## config.mk

```make
export PLATFORM = sky130hd
export DESIGN_NAME = mne_exec_top
export DESIGN_NICKNAME = d
export VERILOG_FILES = /design/src/hw/mne_pkg.sv /design/src/hw/mne_mult8.sv /design/src/hw/mne_exec_top.sv
export SDC_FILE = /design/constraint.sdc
export NUM_CORES = 1
export LEC_CHECK = 0
export ABC_AREA = 1
export BUFFER_PORTS_ARGS = -buffer_cell sky130_fd_sc_hd__buf_2
export CAP_MARGIN = 20
export CORE_AREA = 4 4 98 192
export CTS_BUF_LIST = sky130_fd_sc_hd__clkbuf_8
export CTS_CLUSTER_SIZE = 40
export DETAILED_ROUTE_END_ITERATION = 10
export DIE_AREA = 0 0 102 196
export PLACE_DENSITY = 0.74
export SLEW_MARGIN = 10
export SYNTH_ARGS = -nofsm -noshare
export SYNTH_HDL_FRONTEND = slang
export SYNTH_SLANG_ARGS = --single-unit
export TNS_END_PERCENT = 50
```

## constraint.sdc

```tcl
create_clock -name core_clk -period 15.55 [get_ports core_clk]
set_clock_uncertainty 0.05 [all_clocks]
set_input_delay 0.7775 -clock core_clk [delete_from_list [all_inputs] [get_ports core_clk]]
set_output_delay 0.7775 -clock core_clk [all_outputs]
set_load 0.1 [all_outputs]
```

## src/hw/mne_pkg.sv

```systemverilog
// constants, types and state layout of the multiply and negate execution datapath
// Overview of operation
// (RULE1) multiply-by-file forms the full 16-bit unsigned product of the accumulator and the addressed file register.
// (RULE2) the upper product byte goes to the product high register and the lower byte to the product low register.
// (RULE3) multiply-by-file changes neither the accumulator nor the file register, only the product pair.
// (RULE4) neither multiply touches any status flag, not even zero on a zero product.
// (RULE5) multiply-by-file is decoded from 0000 001a ffff ffff with bit 8 as access select and the low byte as address.
// (RULE6) access select 0 targets the access bank regardless of the bank select register, 1 uses that register.
// (RULE7) the file address covers 0 to 255 inside the chosen bank for multiply-by-file and negate.
// (RULE8) each multiply takes one instruction cycle: decode, operand read, process, product write in phases one to four.
// (RULE9) multiply-by-literal takes its immediate from the instruction word in phase two and writes both product bytes in phase four.
// (RULE10) negate inverts the file register, adds one and writes the result back to the same location.
// (RULE11) negate updates the negative, signed range, carry, nibble carry and zero flags from its result.
// (RULE12) negate is decoded from 0110 110a ffff ffff with bit 8 as access select and the low byte as address.
// (RULE13) multiply-by-literal is decoded from prefix 0000 1101 with the literal in the low byte.
// (RULE14) the 8x8 product settles within phase three so phase four writes it without a stall.
package mne_pkg;

   // ****************************************
   // opcode patterns
   // ****************************************
   localparam logic [6:0] OPC_MUL_FILE  = 7'h01;
   localparam logic [6:0] OPC_NEG_FILE  = 7'h36;
   localparam logic [7:0] OPC_MUL_LIT   = 8'h0D;
   localparam int         OPC_HI7       = 9;
   localparam int         OPC_HI8       = 8;
   localparam int         ACCESS_BIT    = 8;

   // ****************************************
   // access bank split, plain defaults
   // ****************************************
   localparam int         BANK_W        = 4;
   localparam logic [7:0] ACCESS_SPLIT  = 8'h80;
   localparam logic [3:0] ACCESS_LO     = 4'h0;
   localparam logic [3:0] ACCESS_HI     = 4'hF;

   localparam logic [7:0] BYTE_ZERO     = 8'h00;
   localparam logic [8:0] NEG_ONE9      = 9'h001;
   localparam logic [4:0] NEG_ONE5      = 5'h01;
   localparam logic [15:0] PROD_ZERO    = 16'h0000;

   typedef enum logic [1:0] {
      OP_NONE    = 2'h0,
      OP_MUL_F   = 2'h1,
      OP_MUL_L   = 2'h2,
      OP_NEG_F   = 2'h3
   } mne_op_t;

   // gray order along idle, q1, q2, q3, q4
   typedef enum logic [2:0] {
      PH_IDLE    = 3'h0,
      PH_Q1      = 3'h1,
      PH_Q2      = 3'h3,
      PH_Q3      = 3'h2,
      PH_Q4      = 3'h6
   } mne_phase_t;

   typedef struct packed {
      logic             neg;
      logic             signedRange;
      logic             carry;
      logic             nibbleCarry;
      logic             zero;
   } mne_flags_t;

   typedef struct packed {
      logic              en;
      logic [BANK_W-1:0] bank;
      logic [7:0]        addr;
   } mne_fileRd_t;

   typedef struct packed {
      logic              en;
      logic [BANK_W-1:0] bank;
      logic [7:0]        addr;
      logic [7:0]        data;
   } mne_fileWr_t;

   typedef struct packed {
      mne_phase_t        phase;
      mne_op_t           op;
      logic              accessSel;
      logic [7:0]        lowByte;
      logic [7:0]        acc;
      logic [7:0]        operand;
      logic [15:0]       product;
      logic [7:0]        prodHigh;
      logic [7:0]        prodLow;
      mne_fileRd_t       rd;
      mne_fileWr_t       wr;
      logic              flagWr;
      mne_flags_t        flags;
      logic              done;
      logic              busy;
   } mne_state_t;

   function automatic mne_op_t decodeOp(input logic [15:0] w);
      mne_op_t o;
      o = OP_NONE;
      if (w[15:OPC_HI7] == OPC_MUL_FILE) begin
         o = OP_MUL_F;
      end else if (w[15:OPC_HI7] == OPC_NEG_FILE) begin
         o = OP_NEG_F;
      end else if (w[15:OPC_HI8] == OPC_MUL_LIT) begin
         o = OP_MUL_L;
      end
      return o;
   endfunction

   function automatic logic isMul(input mne_op_t o);
      return (o == OP_MUL_F) || (o == OP_MUL_L);
   endfunction

endpackage

```

## src/hw/mne_mult8.sv

```systemverilog
// unsigned 8x8 array multiplier, purely combinational
module mne_mult8
   import mne_pkg::*;
(
   input  wire logic [7:0]  multA,
   input  wire logic [7:0]  multB,
   output logic      [15:0] product
);

   // one level of logic per partial product, short enough for one 40 ns phase
   always_comb begin
      product = PROD_ZERO;
      for (int i = 0; i < 8; i++) begin
         if (multB[i]) begin
            product = product + (16'(multA) << i);
         end
      end
   end

endmodule

```

## src/hw/mne_exec_top.sv

```systemverilog
// four-phase execution of multiply-by-file, multiply-by-literal and negate-file
module mne_exec_top
   import mne_pkg::*;
(
   input  wire logic              core_clk,
   input  wire logic              rst,
   input  wire logic              instrStart,
   input  wire logic [15:0]       instrWord,
   input  wire logic [7:0]        accValue,
   input  wire logic [BANK_W-1:0] bankSelect,
   input  wire logic [7:0]        fileRdData,
   output mne_fileRd_t            fileRd,
   output mne_fileWr_t            fileWr,
   output logic [7:0]             productHigh,
   output logic [7:0]             productLow,
   output logic                   flagWr,
   output mne_flags_t             flags,
   output logic                   done,
   output logic                   busy
);

   mne_state_t  state_r;
   mne_state_t  state_nxt;
   logic [15:0] multOut;
   logic [8:0]  negSum;
   logic [4:0]  nibSum;
   mne_op_t     newOp;

   // ****************************************
   // multiplier
   // ****************************************
   mne_mult8 u_mult (
      .multA   (state_r.acc),
      .multB   (state_r.operand),
      .product (multOut)
   );

   assign negSum = {1'b0, ~state_r.operand} + NEG_ONE9;
   assign nibSum = {1'b0, ~state_r.operand[3:0]} + NEG_ONE5;
   assign newOp  = decodeOp(instrWord);

   // ****************************************
   // phase sequencing
   // ****************************************
   always_comb begin
      state_nxt        = state_r;
      state_nxt.done   = 1'b0;
      state_nxt.flagWr = 1'b0;
      state_nxt.rd.en  = 1'b0;
      state_nxt.wr.en  = 1'b0;
      unique case (state_r.phase)
         PH_IDLE, PH_Q4: begin
            state_nxt.phase = PH_IDLE;
            state_nxt.busy  = 1'b0;
            if (state_r.phase == PH_Q4 && isMul(state_r.op)) begin
               state_nxt.prodHigh = state_r.product[15:8]; // RULE2 RULE9
               state_nxt.prodLow  = state_r.product[7:0]; // RULE2
            end
            // unknown opcodes are never taken, so the block stays idle for them
            if (instrStart && newOp != OP_NONE) begin // RULE5 RULE12 RULE13
               state_nxt.phase     = PH_Q1;
               state_nxt.busy      = 1'b1;
               state_nxt.op        = newOp;
               state_nxt.accessSel = instrWord[ACCESS_BIT];
               state_nxt.lowByte   = instrWord[7:0]; // RULE7
            end
         end
         PH_Q1: begin
            state_nxt.phase = PH_Q2;
            if (state_r.op != OP_MUL_L) begin
               state_nxt.rd.en   = 1'b1;
               state_nxt.rd.addr = state_r.lowByte; // RULE7
               if (state_r.accessSel) begin
                  state_nxt.rd.bank = bankSelect; // RULE6
               end else if (state_r.lowByte < ACCESS_SPLIT) begin
                  state_nxt.rd.bank = ACCESS_LO; // RULE6
               end else begin
                  state_nxt.rd.bank = ACCESS_HI; // RULE6
               end
            end
         end
         PH_Q2: begin
            state_nxt.phase = PH_Q3;
            state_nxt.acc   = accValue;
            if (state_r.op == OP_MUL_L) begin
               state_nxt.operand = state_r.lowByte; // RULE9
            end else begin
               state_nxt.operand = fileRdData; // RULE8
            end
         end
         PH_Q3: begin
            state_nxt.phase = PH_Q4;
            if (isMul(state_r.op)) begin // RULE1 RULE3 RULE4
               state_nxt.product = multOut; // RULE1 RULE14
            end else begin
               // multiply leaves file and flags alone
               state_nxt.wr.en             = 1'b1; // RULE10
               state_nxt.wr.bank           = state_r.rd.bank;
               state_nxt.wr.addr           = state_r.rd.addr;
               state_nxt.wr.data           = negSum[7:0]; // RULE10
               state_nxt.flagWr            = 1'b1; // RULE11
               state_nxt.flags.neg         = negSum[7]; // RULE11
               state_nxt.flags.zero        = (negSum[7:0] == BYTE_ZERO); // RULE11
               state_nxt.flags.carry       = negSum[8]; // RULE11
               state_nxt.flags.nibbleCarry = nibSum[4]; // RULE11
               // range error only when the most negative byte negates onto itself
               state_nxt.flags.signedRange = state_r.operand[7] & negSum[7]; // RULE11
            end
            state_nxt.done = 1'b1; // RULE8
         end
         default: begin
            state_nxt.phase = PH_IDLE;
            state_nxt.busy  = 1'b0;
         end
      endcase
   end

   always_ff @(posedge core_clk or posedge rst) begin
      if (rst) begin
         state_r <= '0;
      end else begin
         state_r <= state_nxt;
      end
   end

   // ****************************************
   // outputs
   // ****************************************
   assign fileRd      = state_r.rd;
   assign fileWr      = state_r.wr;
   assign productHigh = state_r.prodHigh;
   assign productLow  = state_r.prodLow;
   assign flagWr      = state_r.flagWr;
   assign flags       = state_r.flags;
   assign done        = state_r.done;
   assign busy        = state_r.busy;

   // ****************************************
   // assertions
   // ****************************************
   a_product_pair: assert property (@(posedge core_clk) disable iff (rst) // RULE1
      (state_r.phase == PH_Q4 && isMul(state_r.op)) |=>
      ({productHigh, productLow} == 16'($past(state_r.acc)) * 16'($past(state_r.operand))))
      else $error("product pair does not match operands");

   a_product_hold: assert property (@(posedge core_clk) disable iff (rst) // RULE2
      (state_r.phase != PH_Q4) |=> $stable({productHigh, productLow}))
      else $error("product pair changed outside phase four");

   a_mul_no_write: assert property (@(posedge core_clk) disable iff (rst) // RULE3
      (isMul(state_r.op) && state_r.busy) |-> !fileWr.en)
      else $error("multiply wrote the file");

   a_mul_no_flags: assert property (@(posedge core_clk) disable iff (rst) // RULE4
      (isMul(state_r.op) && state_r.busy) |-> !flagWr)
      else $error("multiply touched flags");

   a_phase_walk: assert property (@(posedge core_clk) disable iff (rst) // RULE8
      (state_r.phase == PH_Q1) |=> (state_r.phase == PH_Q2) ##1 (state_r.phase == PH_Q3)
      ##1 (state_r.phase == PH_Q4 && done))
      else $error("instruction did not take four phases");

   a_read_phase: assert property (@(posedge core_clk) disable iff (rst) // RULE9
      fileRd.en |-> (state_r.phase == PH_Q2 && state_r.op != OP_MUL_L))
      else $error("file read outside phase two");

   a_access_bank: assert property (@(posedge core_clk) disable iff (rst) // RULE6
      (fileRd.en && !state_r.accessSel) |->
      (fileRd.bank == ((fileRd.addr < ACCESS_SPLIT) ? ACCESS_LO : ACCESS_HI)))
      else $error("access bank not used");

   a_neg_result: assert property (@(posedge core_clk) disable iff (rst) // RULE10
      fileWr.en |-> (fileWr.data == 8'(~state_r.operand + 8'h01)) && (fileWr.addr == fileRd.addr)
      && (state_r.phase == PH_Q4))
      else $error("negate result wrong");

   a_neg_flags: assert property (@(posedge core_clk) disable iff (rst) // RULE11
      flagWr |-> (flags.zero == (fileWr.data == BYTE_ZERO)) && (flags.neg == fileWr.data[7])
      && (flags.carry == (state_r.operand == BYTE_ZERO)))
      else $error("negate flags wrong");

   a_neg_range: assert property (@(posedge core_clk) disable iff (rst) // RULE11
      flagWr |-> (flags.signedRange == (state_r.operand == 8'h80))
      && (flags.nibbleCarry == (state_r.operand[3:0] == 4'h0)))
      else $error("negate range or nibble flag wrong");

   a_bank_select: assert property (@(posedge core_clk) disable iff (rst) // RULE6
      (fileRd.en && state_r.accessSel) |-> (fileRd.bank == $past(bankSelect)))
      else $error("bank select register not used");

   a_read_addr: assert property (@(posedge core_clk) disable iff (rst) // RULE7
      (state_r.phase == PH_Q1 && state_r.op != OP_MUL_L) |=> (fileRd.addr == $past(state_r.lowByte)))
      else $error("file address not taken from the word");

   a_literal_operand: assert property (@(posedge core_clk) disable iff (rst) // RULE9
      (state_r.phase == PH_Q3 && state_r.op == OP_MUL_L) |-> (state_r.operand == state_r.lowByte))
      else $error("literal operand not taken from the word");

   a_lit_decode: assert property (@(posedge core_clk) disable iff (rst) // RULE13
      (instrStart && state_r.phase == PH_IDLE && instrWord[15:OPC_HI8] == OPC_MUL_LIT)
      |=> (state_r.op == OP_MUL_L && busy))
      else $error("literal multiply not taken");

   a_refuse_unknown: assert property (@(posedge core_clk) disable iff (rst) // RULE5
      (instrStart && state_r.phase == PH_IDLE && instrWord[15:OPC_HI7] != OPC_MUL_FILE
      && instrWord[15:OPC_HI7] != OPC_NEG_FILE && instrWord[15:OPC_HI8] != OPC_MUL_LIT)
      |=> (state_r.phase == PH_IDLE && !busy))
      else $error("unknown opcode was taken");

   a_done_pulse: assert property (@(posedge core_clk) disable iff (rst) // RULE8
      done |=> !done)
      else $error("done stood longer than one cycle");

   c_mul_file: cover property (@(posedge core_clk) disable iff (rst)
      state_r.phase == PH_Q4 && state_r.op == OP_MUL_F);
   c_mul_lit: cover property (@(posedge core_clk) disable iff (rst)
      state_r.phase == PH_Q4 && state_r.op == OP_MUL_L);
   c_negate: cover property (@(posedge core_clk) disable iff (rst) flagWr && flags.signedRange);
   c_back_to_back: cover property (@(posedge core_clk) disable iff (rst)
      state_r.phase == PH_Q4 ##1 state_r.phase == PH_Q1);
   c_refused: cover property (@(posedge core_clk) disable iff (rst)
      instrStart && state_r.phase == PH_IDLE && newOp == OP_NONE);

endmodule

```

## After elaboration in Yosys (flattened, before gate mapping)

Cells that the tools add are included.

- Magnitude comparators: 1
- Equality and inequality tests: 10
- Add/subtract/negate cells: 9
- Bitwise gates (word level): 4
- Muxes and demuxes: 22
- Reduce and logical (&&, ||, !) cells: 13

Operators with widths:

| operator | count |
|---|---|
| 16-bit two-way mux | 7 |
| 28-bit two-way mux | 1 |
| 27-bit two-way mux | 1 |
| 13-bit two-way mux | 2 |
| 16-bit by 10-bit adder with 16-bit output | 1 |
| 16-bit by 11-bit adder with 16-bit output | 1 |
| 16-bit by 12-bit adder with 16-bit output | 1 |
| 16-bit by 13-bit adder with 16-bit output | 1 |
| 16-bit by 14-bit adder with 16-bit output | 1 |
| 16-bit by 15-bit adder with 16-bit output | 1 |
| 16-bit by 9-bit adder with 16-bit output | 1 |
| 8-bit two-way mux | 2 |
| 12-bit two-way mux | 1 |
| 3-bit case mux with 4 select lines | 1 |
| 2-bit AND reduction | 5 |
| 8-bit by 1-bit adder with 9-bit output, second input constant | 1 |
| 8-bit by 4-bit == test with 1-bit output, second input constant | 1 |
| 8-bit logical NOT | 1 |
| 8-bit < comparator, second input constant | 1 |
| 4-bit two-way mux | 2 |
| 8-bit NOT | 1 |
| 7-bit by 1-bit == test with 1-bit output, second input constant | 1 |
| 7-bit by 6-bit == test with 1-bit output, second input constant | 1 |
| 3-bit by 2-bit == test with 1-bit output, second input constant | 2 |
| 18 further kinds | 21 |

- Bits in registers: 104
- Bits of input ports: 39
- Output and inout port bits: 58
- Word-level logic and storage cells: 83

## Depth between registers and ports, before layout

- Depth after elaboration: 15
- Depth in mapped cells: 56
- Gate-level depth less buffers: 55

## Cells and area by module

A second synthesis with hierarchy kept.

- Cells, all modules: 1062
- Area total of the unflattened synthesis: 7931.4 µm²

Modules (own cells, without submodules):

| module | instances | cells an instance | area each (µm²) |
|---|---|---|---|
| mne_exec_top | 1 | 525 | 4733.3 |
| mne_mult8 | 1 | 537 | 3198.1 |

## Worst setup path after synthesis

Ideal clock, no wire load.

- Path kind: flip-flop to flip-flop
- From: reg state_r[83] (netlist bit)
- To: reg state_r[72] (netlist bit)
- Data required time: 15.377 ns
- Data arrival time: 7.584 ns
- Path buffers: 0
- Period minus slack after synthesis: 7.757 ns
- Path slack: 7.793 ns
- Cell stages (with the launch flop): 52
- Path through: dfrtp_1 > nand2_1 > inv_1 > ha_1 > fa_1 > nand4_1 > nand3_1 > xor2_1 > o21ai_2 > ha_1 > xnor2_1 > or2_1 > nand2_1 > ha_1 > a21oi_1 > nand2_1 > xnor2_1 > or2_2 > [... 16 more ...] > nand2_1 > ha_1 > or2_2 > nand2_1 > nand2_1 > and2_1 > ha_1 > a21oi_1 > nand2_1 > nand2_1 > nand2_1 > a21oi_1 > nor2_1 > o21ai_1 > nand2_1 > xor2_1 > o21ai_1 > o21ai_1

- Longest elaborated chain between the ends: 15

RTL lines:

| what | line | RTL |
|---|---|---|
| start: declaration | mne_exec_top.sv:22 | `mne_state_t state_r;` |
| start signal: assignment | mne_exec_top.sv:122 | `state_r <= state_nxt;` |
| 8-bit two-way mux | mne_mult8.sv:14 | `if (multB[i]) begin` |
| 16-bit by 9-bit adder with 16-bit output | mne_mult8.sv:15 | `product = product + (16'(multA) << i);` |
| 16-bit two-way mux | mne_mult8.sv:14 |  |
| 16-bit by 10-bit adder with 16-bit output | mne_mult8.sv:15 |  |
| 16-bit two-way mux | mne_mult8.sv:14 |  |
| 16-bit by 11-bit adder with 16-bit output | mne_mult8.sv:15 |  |
| 16-bit two-way mux | mne_mult8.sv:14 |  |
| 16-bit by 12-bit adder with 16-bit output | mne_mult8.sv:15 |  |
| 16-bit two-way mux | mne_mult8.sv:14 |  |
| 16-bit by 13-bit adder with 16-bit output | mne_mult8.sv:15 |  |
| 16-bit two-way mux | mne_mult8.sv:14 |  |
| 16-bit by 14-bit adder with 16-bit output | mne_mult8.sv:15 |  |
| 16-bit two-way mux | mne_mult8.sv:14 |  |
| 16-bit by 15-bit adder with 16-bit output | mne_mult8.sv:15 |  |
| 16-bit two-way mux (*) | mne_mult8.sv:14 |  |

Mark *: on every way between the ends. The rest lies on a longest branch, timed or not.
A chain may end at the register's enable or synchronous reset.

## Worst setup path after layout

- From: reg state_r[74] (netlist bit)
- To: reg state_r[72] (netlist bit)

- Longest elaborated chain between the ends: 15

RTL lines:

| what | line |
|---|---|
| 8-bit two-way mux (*) | mne_mult8.sv:14 |
| 16-bit by 9-bit adder with 16-bit output | mne_mult8.sv:15 |
| 16-bit two-way mux (*) | mne_mult8.sv:14 |
| 16-bit by 10-bit adder with 16-bit output | mne_mult8.sv:15 |
| 16-bit two-way mux (*) | mne_mult8.sv:14 |
| 16-bit by 11-bit adder with 16-bit output | mne_mult8.sv:15 |
| 16-bit two-way mux (*) | mne_mult8.sv:14 |
| 16-bit by 12-bit adder with 16-bit output | mne_mult8.sv:15 |
| 16-bit two-way mux (*) | mne_mult8.sv:14 |
| 16-bit by 13-bit adder with 16-bit output | mne_mult8.sv:15 |
| 16-bit two-way mux (*) | mne_mult8.sv:14 |
| 16-bit by 14-bit adder with 16-bit output | mne_mult8.sv:15 |
| 16-bit two-way mux (*) | mne_mult8.sv:14 |
| 16-bit by 15-bit adder with 16-bit output | mne_mult8.sv:15 |
| 16-bit two-way mux (*) | mne_mult8.sv:14 |

Marked as above.

==> summary.txt <==
Status = complete, no violations
Prevailing post-synth register cell = dfrtp_1
F_max = 116 MHz
Final Cell Area = 0.00806 mm²
Syn_area_per_cell = 7.70 µm²
Layout area overhead = 4.99%
Tcrit/Tclk final = 55.2%
Crit path required time = 15.74 ns
# diodes = 0
Fin util = 46.4%
Leading post-synthesis cells by cell area = dfrtp_1 (33%), nand2_1 (13%), ha_1 (9.9%)
CTS tree = built
Crit path max fanout = 12
Area after DPL = 0.00785 mm²
Number of global-route vias before repair = 6462
Most common cell in the netlist = nand2_1
Final setup TNS = 0 ns
IO buf count = 96
Max Cap Viol = 0
CTS resizes = 0
GRT Total Usage = 18.2%
Post-synth EDFFs = 0
Commonest cells post-synth = nand2_1 (262), inv_1 (112), dfrtp_1 (102)
Fin. Hold Viols = 0
Fin. max-slew vios = 0
DR vias/cell = 5.20
# nets final = 1131
Critical Path End Type = flip-flop
Clk sinks = 102
Grt ovf = 0
Critical path type = reg -> reg
# setup viols final = 0
Synth Register Bits = 102
Initial antenna violation count = 0
RSZ-0062 raised after global routing = no
Post-CTS Repair Setup Buffers = 0
Critical path origin = state_r[74]
Total wire length = 18.0 mm
Post-route ant nets = 0
FFs w/ async S/R, synth = 100%
Root buffer cell = clkbuf_8
Area leader, netlist = dfrtp_1
Routed WL per cell = 14.5 µm
Crit path launch type = flip-flop
Worst path max stage delay = 0.67 ns
Placer Congestion = 0.889
Largest net degree at the start of global routing = 77
H-tree Lvls = 3
Mapped Cells = 996
Syn Nets = 1103
Netlist cell types = 46
Critical Path AT = 8.78 ns
DRC = 0
Clk slew on worst S/H paths = 0.12 ns
# rows = 68
CTS max path bufs = 2
Filler cells = 1747
R2r startpoint = state_r[74]
Dpl hpwl = 14.6 mm
CTS buffer count = 9
Die Y = 196 µm
Starting Density = 44.2%
Crit path time final = 8.59 ns
Sequential-to-total area share from yosys stat = 33.3%
Hold buffer count at CTS = 0
Type of the most critical hold path = in -> async
Slowest-stage cell, CP = dfrtp_1
First-pass GRT wire length = 29.3 mm
Vias = 6440
Post-synthesis cell area = 0.00767 mm²
Worst slew margin = 37.3%
Area share of the largest cell type after synthesis = 33.3%
# IOs = 97
CP most frequent cell = nand2_1
Iteration-0 DRC Markers = 261
Clock Latency Late Sink = 0.38 ns
Die footprint = 0.0200 mm²
Actual slew at the worst max-slew pin = 0.940 ns
Fraction of layout cells with a size suffix above 1 = 18.7%
Warnings from Yosys = 0
First-pass DRT Iterations = 7
Die X = 102 µm
Core area = 0.0174 mm²
==> metrics by stage <==
stage | worst slack, ns | instances | hold slack [ns]
finish | 6.96 | 1239 | 0.309
global route | 6.23 | 1239 | 0.326
CTS | 6.94 | 1239 | 0.305
detailed placement | 7.00 | 1223 | 0.409
global placement | 7.16 | 1223 | 0.408
floorplan | 7.79 | 996 | 0.395
==> worst paths after layout <==
check | slack (ns) | cells past startpoint | endpoint
min | 0.31 | 2 | productHigh[5]
max reg2reg | 6.96 | 54 | state_r[72]
max | 6.96 | 54 | state_r[72]
min reg2reg | 0.43 | 2 | fileWr[16]
max in group asynchronous | 13.89 | 3 | fileWr[8]
min in group core_clk | 0.43 | 2 | fileWr[16]
==> worst max-delay path: cells and delay by family, from the launching register on <==
family | cells | cell delay [ns]
simple gates | 28 | 3.33
fa+ha+maj | 7 | 2.09
compound gates | 12 | 1.54
flops | 1 | 0.67
xor+xnor | 4 | 0.57
buf+inv | 3 | 0.23
==> layout make-up <==
| cell class | count | area (µm²) | share of cell area (%) |
|---|---|---|---|
| multi-input combinational | 684 | 4050 | 50.3 |
| sequential | 102 | 2550 | 31.7 |
| timing repair buffer | 99 | 503 | 6.24 |
| inverter | 128 | 483 | 5.99 |
| tap | 210 | 263 | 3.26 |
| clock buffer | 9 | 124 | 1.54 |
| clock inverter | 7 | 81.3 | 1.01 |
==> logic make-up after synthesis <==
kind of cell | count (synthesis) | share of synthesized area [%]
XOR/XNOR | 20 | 2.28
AND/OR/NAND/NOR | 435 | 25.9
buffers and inverters | 210 | 14.0
multiplexers | 8 | 1.32
adder cells (fa/ha/maj) | 68 | 11.8
flip-flops | 102 | 33.3
AO/OA/AOI/OAI | 153 | 11.5
==> cells in the final DEF, fill, tap and decap left out, drive strengths merged, types with 4 or more instances in the layout <==
master  Yosys  layout
nand3      72      72
dfrtp     102     102
or2        14      14
xor2       14      14
o21ai      86      86
nand2     272     272
and2       15      15
buf        71      99
o22ai       5       5
nand4      10      10
nor2       43      43
nor4        5       5
xnor2       6       6
inv       127     131
clkbuf     11       9
fa          7       7
o211ai      9       9
o21bai      4       4
ha         61      61
clkinv      1       4
a31oi       6       6
mux2        7       7
a21oi      34      34
==> layer usage <==
layer | vias to the layer above | wire [µm] | global-route usage [%]
li1 | 3227 | - | -
met1 | 3042 | 6440 | 17.2
met2 | 127 | 10100 | 36.2
met3 | 44 | 552 | 1.64
met4 | 0 | 877 | 10.1
met5 | - | 0 | 0
==> sequential cells by signal, summed over array words and instances, names as in the netlist <==
| register | count |
|---|---|
| flagWr | 1 |
| flags | 4 |
| state_r | 46 |
| fileWr | 20 |
| productLow | 8 |
| fileRd | 13 |
| done | 1 |
| productHigh | 8 |
| busy | 1 |
Power is left out: the tool's default activity adds up to more than one toggle a clock period on the data nets, which glitch-free logic cannot reach.
